**config.mk**
```make
export PLATFORM = sky130hd
export DESIGN_NAME = uls_line_status
export DESIGN_NICKNAME = d
export VERILOG_FILES = /design/src/hdl/uls_pkg.sv /design/src/hdl/uls_line_status.sv /design/src/hdl/uls_skid.sv
export SDC_FILE = /design/constraint.sdc
export NUM_CORES = 1
export LEC_CHECK = 0
export ABC_AREA = 0
export BUFFER_PORTS_ARGS = -buffer_cell sky130_fd_sc_hd__buf_4
export CAP_MARGIN = 20
export CORE_MARGIN = 2
export CORE_UTILIZATION = 30
export DETAILED_ROUTE_END_ITERATION = 12
export GPL_TIMING_DRIVEN = 0
export SLEW_MARGIN = 20
export SYNTH_ARGS = -nofsm -noshare
export SYNTH_HDL_FRONTEND = slang
export SYNTH_HIERARCHICAL = 1
export SYNTH_SLANG_ARGS = --single-unit
```
**constraint.sdc**
```tcl
create_clock -name sys_clk -period 5.6 [get_ports sys_clk]
set_input_delay 0.56 -clock sys_clk [delete_from_list [all_inputs] [get_ports sys_clk]]
set_output_delay 0.56 -clock sys_clk [all_outputs]
set_load 0.02 [all_outputs]
```
**src/hdl/uls_pkg.sv**
```systemverilog
// Package of constants and carrier types for the line status block
`default_nettype none
package uls_pkg;
  // ****************************************************************
  // Register map (byte addresses on APB)
  // ****************************************************************
  localparam logic [7:0] ADDR_RX_HOLD = 8'h00;
  localparam logic [7:0] ADDR_TX_HOLD = 8'h04;
  localparam logic [7:0] ADDR_CTRL = 8'h08;
  localparam logic [7:0] ADDR_LINE_STATUS = 8'h0C;
  localparam logic [7:0] ADDR_LEVEL = 8'h10;
  // ****************************************************************
  // Field positions
  // ****************************************************************
  localparam int LS_FIFO_ERR = 7;
  localparam int LS_TX_EMPTY = 6;
  localparam int LS_THR_EMPTY = 5;
  localparam int LS_BREAK = 4;
  localparam int LS_FRAMING = 3;
  localparam int LS_PARITY = 2;
  localparam int LS_OVERRUN = 1;
  localparam int LS_DATA_READY = 0;
  localparam int CTRL_FIFO_EN = 0;
  localparam logic CTRL_RESET = 1'b0;
  localparam int FIFO_DEPTH = 64;
  localparam logic [7:0] BREAK_CHAR = 8'h00;
  // Transmit shift time per character in clock cycles
  localparam int TX_SHIFT_CYCLES = 16;

  // Character with its own error flags, as kept in the receive queue
  typedef struct packed {
    logic brk;
    logic frm;
    logic par;
    logic [7:0] data;
  } uls_rx_char_t;

  // APB request carrier
  typedef struct packed {
    logic psel;
    logic penable;
    logic pwrite;
    logic [7:0] paddr;
    logic [31:0] pwdata;
  } uls_apb_req_t;
endpackage
`default_nettype wire

```
**src/hdl/uls_line_status.sv**
```systemverilog
// Line status logic with receive queue, transmit stage and APB slave
//
// Implementation choices: register access over APB and the register offsets.
`default_nettype none
// Operation
// [RULE1] Bit 7 set while any queued char flagged
// [RULE2] Bit 6 high when hold and shift empty
// [RULE3] Bit 5 high when hold stage empty
// [RULE4] Host may write 64 bytes after bit 5
// [RULE5] Break on bit 4, stored char 00
// [RULE6] Framing flag of head char on bit 3
// [RULE7] Parity flag of head char on bit 2
// [RULE8] Bit 1 set when receive overrun occurs
// [RULE9] Bit 0 high while receive queue nonempty
// [RULE10] Bits 4:2 taken from head queue entry
// [RULE11] Status read keeps pointer; data read advances
// [RULE12] Host reads status before receive data
// [RULE13] Fast clock: host reads status twice
// [RULE14] Error bits right by second read
// [RULE15] Reset clears error and data status bits
// [RULE16] Enable selects single holding or deep queues
// [RULE17] Status read clears overrun bit
// [RULE18] Flags travel with each queued char
module uls_line_status #(
  parameter int DEPTH = uls_pkg::FIFO_DEPTH,
  parameter int SHIFT_CYCLES = uls_pkg::TX_SHIFT_CYCLES
) (
  // Clock and reset
  input wire logic sys_clk,
  input wire logic rst,
  // APB slave
  input wire logic psel,
  input wire logic penable,
  input wire logic pwrite,
  input wire logic [7:0] paddr,
  input wire logic [31:0] pwdata,
  output logic pready,
  output logic [31:0] prdata,
  output logic pslverr,
  // Received characters from the deserialiser
  input wire logic rx_valid,
  output logic rx_ready,
  input wire logic [7:0] rx_data,
  input wire logic rx_par_err,
  input wire logic rx_frm_err,
  input wire logic rx_break,
  // Transmit characters toward the serialiser
  output logic tx_valid,
  output logic [7:0] tx_data,
  output logic tx_busy
);
  // Index width of both queues
  localparam int AW = $clog2(DEPTH);

  // ****************************************************************
  // State
  // ****************************************************************
  typedef struct packed {
    logic [AW-1:0] rd_ptr;
    logic [AW-1:0] wr_ptr;
    logic [AW:0] rx_cnt;
    logic [AW:0] err_cnt;
    logic overrun;
    logic fifo_en;
    logic [AW-1:0] tx_rd;
    logic [AW-1:0] tx_wr;
    logic [AW:0] tx_cnt;
    logic [7:0] shift_cnt;
    logic shift_busy;
    logic [7:0] tx_data;
    logic tx_valid;
    logic pready;
    logic [31:0] prdata;
    logic pslverr;
  } uls_state_t;

  uls_state_t s_q, s_d;
  // Queue storage and the nets of the receive path
  uls_pkg::uls_rx_char_t rx_mem [DEPTH];
  logic [7:0] tx_mem [DEPTH];
  uls_pkg::uls_rx_char_t in_char;
  uls_pkg::uls_rx_char_t buf_char;
  uls_pkg::uls_rx_char_t head;
  logic buf_valid;
  logic buf_ready;
  logic rx_push;
  logic tx_push;
  logic [7:0] status;

  // Elaboration checks: the queue index wraps by power of two, the
  // level register shows each count in one byte, and the shift
  // counter is eight bits wide
  if (DEPTH < 2 || (DEPTH & (DEPTH - 1)) != 0) begin
    $error("uls_line_status: DEPTH must be a power of two");
  end
  if (DEPTH > 128) begin
    $error("uls_line_status: DEPTH too large for the level register");
  end
  if (SHIFT_CYCLES < 1 || SHIFT_CYCLES > 255) begin
    $error("uls_line_status: SHIFT_CYCLES out of range");
  end

  // Flag test of one queue entry
  function automatic logic has_err(input uls_pkg::uls_rx_char_t c);
    has_err = c.brk | c.frm | c.par;
  endfunction

  // Capacity in the current mode
  function automatic logic [AW:0] cap(input logic en);
    cap = en ? (AW+1)'(DEPTH) : (AW+1)'(1); // see [RULE16]
  endfunction

  // ****************************************************************
  // Receive path through the two-entry buffer
  // ****************************************************************
  // A break stores the zero character with its flag
  always_comb begin
    in_char.brk = rx_break;
    in_char.frm = rx_frm_err;
    in_char.par = rx_par_err;
    in_char.data = rx_break ? uls_pkg::BREAK_CHAR : rx_data; // see [RULE5]
  end

  // Two-entry buffer between the deserialiser and the queue
  uls_skid #(
    .WIDTH($bits(uls_pkg::uls_rx_char_t))
  ) u_rx_buf (
    .sys_clk(sys_clk),
    .rst(rst),
    .in_valid(rx_valid),
    .in_ready(rx_ready),
    .in_data(in_char),
    .out_valid(buf_valid),
    .out_ready(buf_ready),
    .out_data(buf_char)
  );

  // Buffer drains freely; a full queue drops the word as an overrun
  assign buf_ready = 1'b1;
  // Head entry is read straight from storage, never copied aside
  assign head = rx_mem[s_q.rd_ptr];
  assign rx_push = buf_valid && (s_q.rx_cnt < cap(s_q.fifo_en));
  // A hold write lands in the first access cycle, and only with room
  assign tx_push = psel && penable && pwrite && s_q.pready == 1'b0 &&
    paddr == uls_pkg::ADDR_TX_HOLD && (s_q.tx_cnt < cap(s_q.fifo_en));

  // ****************************************************************
  // Status word
  // ****************************************************************
  // Status byte as presented on a read of line_status
  always_comb begin
    status = 8'h00;
    status[uls_pkg::LS_FIFO_ERR] = (s_q.err_cnt != '0); // see [RULE1]
    status[uls_pkg::LS_TX_EMPTY] =
      (s_q.tx_cnt == '0) && !s_q.shift_busy; // see [RULE2]
    status[uls_pkg::LS_THR_EMPTY] = (s_q.tx_cnt == '0); // see [RULE3]
    if (s_q.rx_cnt != '0) begin
      // Head entry flags straight from queue see [RULE10] [RULE14]
      status[uls_pkg::LS_BREAK] = head.brk; // see [RULE5]
      status[uls_pkg::LS_FRAMING] = head.frm; // see [RULE6]
      status[uls_pkg::LS_PARITY] = head.par; // see [RULE7]
    end
    status[uls_pkg::LS_OVERRUN] = s_q.overrun; // see [RULE8]
    status[uls_pkg::LS_DATA_READY] = (s_q.rx_cnt != '0); // see [RULE9]
  end

  // ****************************************************************
  // Next state
  // ****************************************************************
  always_comb begin
    logic acc;
    logic rd_pop;
    logic tx_pop;
    logic known;
    logic flush;
    acc = 1'b0;
    rd_pop = 1'b0;
    tx_pop = 1'b0;
    known = 1'b0;
    flush = 1'b0;
    // Hold everything, then pulse the bus answer for one cycle
    s_d = s_q;
    s_d.pready = 1'b0;
    s_d.pslverr = 1'b0;
    // First access cycle of a transfer not yet answered
    acc = psel && penable && !s_q.pready;
    // Register map decode
    known = paddr == uls_pkg::ADDR_RX_HOLD ||
      paddr == uls_pkg::ADDR_TX_HOLD || paddr == uls_pkg::ADDR_CTRL ||
      paddr == uls_pkg::ADDR_LINE_STATUS || paddr == uls_pkg::ADDR_LEVEL;
    // One wait state, answer in the second access cycle
    if (acc) begin
      s_d.pready = 1'b1;
      s_d.pslverr = !known;
      s_d.prdata = 32'h0000_0000;
      if (!pwrite) begin
        case (paddr)
          uls_pkg::ADDR_RX_HOLD: begin
            s_d.prdata[7:0] = (s_q.rx_cnt != '0) ? head.data : 8'h00;
            rd_pop = (s_q.rx_cnt != '0); // see [RULE11]
          end
          // Mode bit read back in bit 0
          uls_pkg::ADDR_CTRL: s_d.prdata[0] = s_q.fifo_en;
          uls_pkg::ADDR_LINE_STATUS: begin
            s_d.prdata[7:0] = status; // pointer untouched see [RULE11]
          end
          uls_pkg::ADDR_LEVEL: begin
            s_d.prdata[15:8] = 8'(s_q.tx_cnt);
            s_d.prdata[7:0] = 8'(s_q.rx_cnt);
          end
          default: s_d.prdata = 32'h0000_0000;
        endcase
      end else if (paddr == uls_pkg::ADDR_CTRL) begin
        s_d.fifo_en = pwdata[uls_pkg::CTRL_FIFO_EN]; // see [RULE16]
        // Mode change flushes both queues, applied last below
        flush = (pwdata[uls_pkg::CTRL_FIFO_EN] != s_q.fifo_en);
      end
    end
    // Overrun: set wins over the clear by a status read
    if (acc && !pwrite && paddr == uls_pkg::ADDR_LINE_STATUS) begin
      s_d.overrun = 1'b0; // see [RULE17]
    end
    // A word that finds the queue full sets the flag
    if (buf_valid && !rx_push) begin
      s_d.overrun = 1'b1; // see [RULE8]
    end
    // Receive queue pointers and error count; flags stored per char
    if (rx_push) begin
      s_d.wr_ptr = s_q.wr_ptr + AW'(1); // see [RULE18]
    end
    if (rd_pop) begin
      s_d.rd_ptr = s_q.rd_ptr + AW'(1);
    end
    // Counts follow this cycle's pushes and pops
    s_d.rx_cnt = s_d.rx_cnt + (AW+1)'(rx_push) - (AW+1)'(rd_pop);
    s_d.err_cnt = s_d.err_cnt + (AW+1)'(rx_push && has_err(buf_char))
      - (AW+1)'(rd_pop && has_err(head)); // see [RULE1]
    // Transmit: hold stage feeds shift stage, which counts a char time
    tx_pop = (s_q.tx_cnt != '0) && !s_q.shift_busy;
    s_d.tx_valid = tx_pop;
    if (tx_pop) begin
      s_d.tx_data = tx_mem[s_q.tx_rd];
      s_d.tx_rd = s_q.tx_rd + AW'(1);
      s_d.shift_busy = 1'b1;
      s_d.shift_cnt = 8'(SHIFT_CYCLES - 1);
    end else if (s_q.shift_busy) begin
      // Count one character time, then free the stage
      if (s_q.shift_cnt == 8'h00) begin
        s_d.shift_busy = 1'b0;
      end else begin
        s_d.shift_cnt = s_q.shift_cnt - 8'h01;
      end
    end
    // Hold stage fill from the bus; a full queue drops the byte
    if (tx_push) begin
      s_d.tx_wr = s_q.tx_wr + AW'(1); // see [RULE4]
    end
    s_d.tx_cnt = s_d.tx_cnt + (AW+1)'(tx_push) - (AW+1)'(tx_pop);
    // A mode change empties both queues last, so that a push or pop of
    // the same cycle cannot leave a count that disagrees with a pointer
    if (flush) begin
      s_d.rd_ptr = '0;
      s_d.wr_ptr = '0;
      s_d.rx_cnt = '0;
      s_d.err_cnt = '0;
      s_d.tx_rd = '0;
      s_d.tx_wr = '0;
      s_d.tx_cnt = '0;
    end
  end

  // ****************************************************************
  // Registers and queue storage
  // ****************************************************************
  // Reset clears every status source
  always_ff @(posedge sys_clk or posedge rst) begin
    if (rst) begin
      s_q <= '0; // see [RULE15]
    end else begin
      s_q <= s_d;
    end
  end

  // Queue memories, written without reset
  always_ff @(posedge sys_clk) begin
    if (rx_push) begin
      rx_mem[s_q.wr_ptr] <= buf_char; // see [RULE18]
    end
    // Hold stage stores the low byte of the bus word
    if (tx_push) begin
      tx_mem[s_q.tx_wr] <= pwdata[7:0];
    end
  end

  // ****************************************************************
  // Outputs
  // ****************************************************************
  // Every port but rx_ready driven straight from the state register
  assign pready = s_q.pready;
  assign prdata = s_q.prdata;
  assign pslverr = s_q.pslverr;
  assign tx_valid = s_q.tx_valid;
  assign tx_data = s_q.tx_data;
  assign tx_busy = s_q.shift_busy;
endmodule
`default_nettype wire

```
**src/hdl/uls_skid.sv**
```systemverilog
// Two-entry buffer with valid and ready on both sides
`default_nettype none
module uls_skid #(
  parameter int WIDTH = 11
) (
  // Clock and reset
  input wire logic sys_clk,
  input wire logic rst,
  // Fill side
  input wire logic in_valid,
  output logic in_ready,
  input wire logic [WIDTH-1:0] in_data,
  // Drain side
  output logic out_valid,
  input wire logic out_ready,
  output logic [WIDTH-1:0] out_data
);
  typedef struct packed {
    logic [1:0][WIDTH-1:0] mem;
    logic [1:0] cnt;
    logic room;
  } uls_skid_state_t;

  uls_skid_state_t s_q, s_d;

  // Elaboration check of the word width
  if (WIDTH < 1) begin
    $error("uls_skid: WIDTH must be positive");
  end

  // Head in slot 0, second word in slot 1
  always_comb begin
    logic push;
    logic pop;
    push = 1'b0;
    pop = 1'b0;
    s_d = s_q;
    push = in_valid && (s_q.cnt != 2'd2);
    pop = out_ready && (s_q.cnt != 2'd0);
    if (pop) begin
      s_d.mem[0] = s_q.mem[1];
      s_d.cnt = s_q.cnt - 2'd1;
    end
    if (push) begin
      s_d.mem[s_d.cnt[0]] = in_data;
      s_d.cnt = s_d.cnt + 2'd1;
    end
    // Room flag kept in a flip-flop so that the ready port is registered
    s_d.room = (s_d.cnt != 2'd2);
  end

  // State register
  always_ff @(posedge sys_clk or posedge rst) begin
    if (rst) begin
      s_q <= '{mem: '0, cnt: 2'd0, room: 1'b1};
    end else begin
      s_q <= s_d;
    end
  end

  assign in_ready = s_q.room;
  assign out_valid = (s_q.cnt != 2'd0);
  assign out_data = s_q.mem[0];
endmodule
`default_nettype wire

```
# [Word level (Yosys, flattened, before mapping)]
# Memory sizes are Yosys's and may differ from the RTL's. A register that Yosys moved wholly into a read port is not among the register bits.
# Cells that the tools add are included.
[totals] elab_cells=127 ram_bits=1216 reg_bits=116 n_memories=2
[classes] mux=36 bitwise_logic=5 order_cmp=4 n_eq_ne=8 n_addsub=13 n_reduce_logical=40
[mem_list] name="rx_mem" words=64 width=11 rd=1 rd_ports_with_merged_regs=0 write_ports=1 line_no="uls_line_status.sv:79" rtl="uls_pkg::uls_rx_char_t rx_mem [DEPTH];"
[mem_list] name="tx_mem" words=64 width=8 rd=1 rd_ports_with_merged_regs=1 write_ports=1 line_no="uls_line_status.sv:80" rtl="logic [7:0] tx_mem [DEPTH];"
[op_table] op="2-to-1 mux 34 bit" n=1
[op_table] op="2-to-1 mux 13 bit" n=2
[op_table] op="2-to-1 mux 26 bit" n=1
[op_table] op="adder 6 x 1 -> 6 bit (second input constant)" n=4
[op_table] op="2-to-1 mux 6 bit" n=4
[op_table] op="2-to-1 mux 8 bit" n=3
[op_table] op="bitwise mux 22 bit" n=1
[op_table] op="adder 7 x 1 -> 7 bit" n=3
[op_table] op="case mux 7 bit (3 select lines)" n=1
[op_table] op="nonzero test 7 bit" n=3
[op_table] op="subtractor 7 x 1 -> 7 bit" n=3
[op_table] op="2-to-1 mux 19 bit" n=1
[op_table] op="2-to-1 mux 9 bit" n=2
[op_table] op="== test 8 x 4 -> 1 bit (second input constant)" n=2
[op_table] op="logical AND 1 bit" n=16
[op_table] op="logical NOT 8 bit" n=2
[op_table] op="2-to-1 mux 15 bit" n=1
[op_table] op="less-than comparator 7 bit" n=2
[op_table] op="2-to-1 mux 7 bit" n=2
[op_table] op="nonzero test 2 bit" n=7
[op_table] op="2-to-1 mux 1 bit" n=13
[op_table] op="demux 11 bit (select 1 bit)" n=1
[op_table] op="2-to-1 mux 11 bit" n=1
[op_table] op="== test 8 x 3 -> 1 bit (second input constant)" n=1
[op_table] op="17 further kinds" n=29

# [Depth between registers and ports, before layout]
[logic_depth] word_depth=9 mapped_depth=21 depth_no_buf=17

# [Hierarchy]
# Netlist, hierarchy kept.
[by_module_without_submodules] module="uls_line_status" seq_area_each_um2=38567.0 n_inst=1 area_each_um2=52014.9 cells_per_inst=2622
[by_module_without_submodules] module="uls_skid" seq_area_each_um2=626.9 n_inst=1 area_each_um2=1278.7 cells_per_inst=89

# [Worst setup path before layout]
# OpenSTA, ideal clock, no wires.
[synth_path] path_kind="register to register" start="reg s_q[93] in the netlist's numbering" end="reg s_q[79] in the netlist's numbering" setup_time_ns=0.078 required_time_ns=5.522 slack_ns=1.518 t_arrival_ns=4.004 path_stages_with_launch=21 path_cell_list="dfrtp_1 -> buf_2 -> buf_4 -> buf_4 -> buf_4 -> mux2_2 -> o221a_2 -> a22oi_1 -> a31oi_1 -> a211oi_1 -> a21boi_1 -> ha_1 -> inv_1 -> ha_1 -> fa_1 -> a21oi_1 -> o21bai_1 -> a21oi_1 -> nor2_1 -> or3_1 -> a21oi_1"
[synth_rtl] element="from (decl)" line_no="uls_line_status.sv:77" rtl="uls_state_t s_q, s_d;"
[synth_rtl] element="from (signal assigned)" line_no="uls_line_status.sv:278" rtl="s_q <= '0;"
[synth_rtl] element="from (signal assigned)" line_no="uls_line_status.sv:280" rtl="s_q <= s_d;"

==> results.toml <==
[global_route]
grt_overflow = 0
groute.usage.overall_pct = 15.67
grt_pass1_vias = 27330
grt_pass1_wl_um = 202900
antenna_found_initial = 4
grt_max_degree = 67

[floorplan]
core_mm2 = 0.1763
rows = 154
die_height_um = 425.5
die_area_mm2 = 0.1810
initial_core_util_pct = 30.23
die_w_um = 425.5
ios = 102

[job]
maxCapViolations = 0

[worst_setup_path]
cp_max_fo = 10
cp-start-kind = "register"
path_class = "reg -> reg"
r2r_slack_ps = 80
end_kind = "register"
cp.required_ps = 6270
cp.arrival_ps = 6190

[final_layout]
drive_gt1_share_pct = 28.68
nets = 3070
fin_util_pct = 35.14
areaGrowthSynthToFinish_pct = 16.25
fin_cells = 5420
mostFrequentLayoutCell = "edfxtp_1"
post-route-cell-area_mm2 = 0.06195
mostFrequentLayoutCells = "edfxtp_1, mux4_2, clkbuf_16"

[timing]
hold_viol = 0
max_slew_margin_pct = 28.71
worst_slew_pin_slew_ps = 1069
setup_tns_ps = 0
slew_violations = 0
clock.fmax_ghz = 0.1813
fin_crit_sh_pct = 98.52
rsz0062_at_grt = "no"
fin_skew_ps = 29.41
setup_violations = 0
min_period_ps = 5517

[synthesis]
yosysWarnings = 6
synth-edff-count = 1216
yosysSeqAreaShare_pct = 73.54
ys_types = 79
synth_flop_cell = "edfxtp_1"
syn_avg_cell_area_um2 = 19.66
async_flop_share_pct = 8.088
syn_inst = 2711
ys_ff_latch = 1323
netlist_area_mm2 = 0.05329

[route]
detail-route-antenna-nets = 0
vias = 27650
drt-pass1-iter-count = 6
route.detailed.drc = 0
viasPerCell = 5.102
wl_per_cell_um = 26.34
routed_wl_um = 142800
drtIter0Drc = 3437

[min_path]
min_path_type = "in -> reg"

[clock_network]
cts_root_buf = "clkbuf_16"
cts_buffers = 139
clkSinkCount = 1323
h-tree-depth = 4
clkTransAtPathRegs_ps = 60
cts_tree = "done"
clockBufferDepth = 3
cts_setup_buffers = 0
clk_latency_ps = 780

[placed_design]
place.gp.congestion = 0.9395
io_buffers = 59
dp_hpwl_um = 94050
dp_cells = 5164
place_area_mm2 = 0.05741

[run_status]
outcome = "complete, no violations"

[power_and_ir_drop]
p_leak_nw = 19.71
power_density_mw_per_mm2 = 433.9
peakVddDrop_mv = 0.3796
routing by layer:
| metal | track usage (%) | vias to the layer above | share of wire [%] |
|---|---|---|---|
| li1 | - | 11410 | - |
| met1 | 21.15 | 14610 | 41 |
| met2 | 24.49 | 1337 | 47 |
| met3 | 3.340 | 293 | 8.2 |
| met4 | 6.613 | 0 | 4.4 |
| met5 | 0 | - | 0 |
sequential cells by signal, summed over array words and instances (netlist names):
signal	flops
s_q	55
u_rx_buf/in_ready	1
rx_mem	704
tx_busy	1
prdata	15
u_rx_buf/s_q	13
tx_valid	1
tx_mem	512
u_rx_buf/out_data	11
pready	1
pslverr	1
tx_data	8
through the flow:
step	hold slack (ps)	power, mW	worst slack (ps)
floorplan	448.3	16.02	1518
global placement	488.1	17.83	-480.9
detailed placement	495.0	18.04	-196.9
CTS	66.20	27.08	24.02
global route	96.01	27.87	0.1235
finish	115.6	26.88	83.02
kinds of logic after synthesis:
logic type | share of synthesized area [%]
adder cells (fa/ha/maj) | 1.122
other | 0.01409
flip-flops | 73.54
AO/OA/AOI/OAI | 2.806
multiplexers | 15.84
XOR/XNOR | 0.7395
AND/OR/NAND/NOR | 3.604
buffers and inverters | 2.331
worst paths after layout:
check,cells after the start,endpoint,startpoint
worst max register to register,19,s_q[79]$_DFF_PP0_,s_q[94]$_DFFE_PP0P_
min in group asynchronous,3,pslverr$_DFF_PP0_,rst
worst max-delay path,19,s_q[79]$_DFF_PP0_,s_q[94]$_DFFE_PP0P_
max in group asynchronous,4,tx_data[4]$_DFFE_PP0P_,rst
worst min-delay path,2,u_rx_buf/out_data[10]$_DFF_PP0_,rx_break
worst min register to register,1,u_rx_buf/s_q[19]$_DFFE_PP0P_,u_rx_buf/s_q[19]$_DFFE_PP0P_
report_power, final:
part,switching [mW],internal [mW]
sequential,0.284,11.9
combinational,3.32,2.27
clock,3.92,5.18
layout make-up:
| class | count | area (um^2) |
|---|---|---|
| Fill cell | 16340 | 114400 |
| Sequential cell | 1323 | 39190 |
| Multi-Input combinational cell | 1159 | 13100 |
| Clock buffer | 168 | 3672 |
| Tap cell | 2340 | 2928 |
| Buffer | 187 | 1079 |
| Timing Repair Buffer | 101 | 973.4 |
| Clock inverter | 85 | 787.0 |
| Inverter | 56 | 219.0 |
| Antenna cell | 1 | 2.502 |
worst max-delay path, cell delays in order (launching register included):
cell	delay [ps]
dfrtp_1	390
clkbuf_2	170
buf_2	340
buf_2	430
clkbuf_4	440
mux2_2	420
o2bb2ai_1	400
o21ai_0	370
a22oi_1	280
a21boi_1	160
ha_1	300
inv_1	40
ha_1	200
fa_1	450
a21oi_1	160
o21bai_1	110
a21oi_1	160
nor2_1	70
or3_1	340
a21oi_1	160
timing repair:
| action | 4_1_cts | 5_1_grt |
|---|---|---|
| gates resized for setup | 4 | 27 |
| hold buffers | 3 | 0 |
| endpoints found under the setup margin | 1 | 1 |
| hold endpoints to repair | 21 | 0 |
| cloned | 0 | 0 |
cells in the mapped netlist, types with 20 or more instances:
cell | count | share of area [%]
nor2b_1 | 24 | 0.28
ha_1 | 43 | 1.0
nor2_1 | 197 | 1.4
mux2i_1 | 51 | 0.96
buf_4 | 72 | 1.0
buf_2 | 22 | 0.21
o21ai_0 | 20 | 0.19
edfxtp_1 | 1216 | 69
a22oi_1 | 37 | 0.52
mux4_2 | 319 | 13
inv_1 | 51 | 0.36
xnor2_1 | 31 | 0.51
nand3_1 | 20 | 0.19
dfrtp_1 | 106 | 5.0
a21oi_1 | 53 | 0.50
mux2_2 | 49 | 1.0
nand2_1 | 59 | 0.42
clkbuf_1 | 75 | 0.53
(Power assumes the default switching activity.)
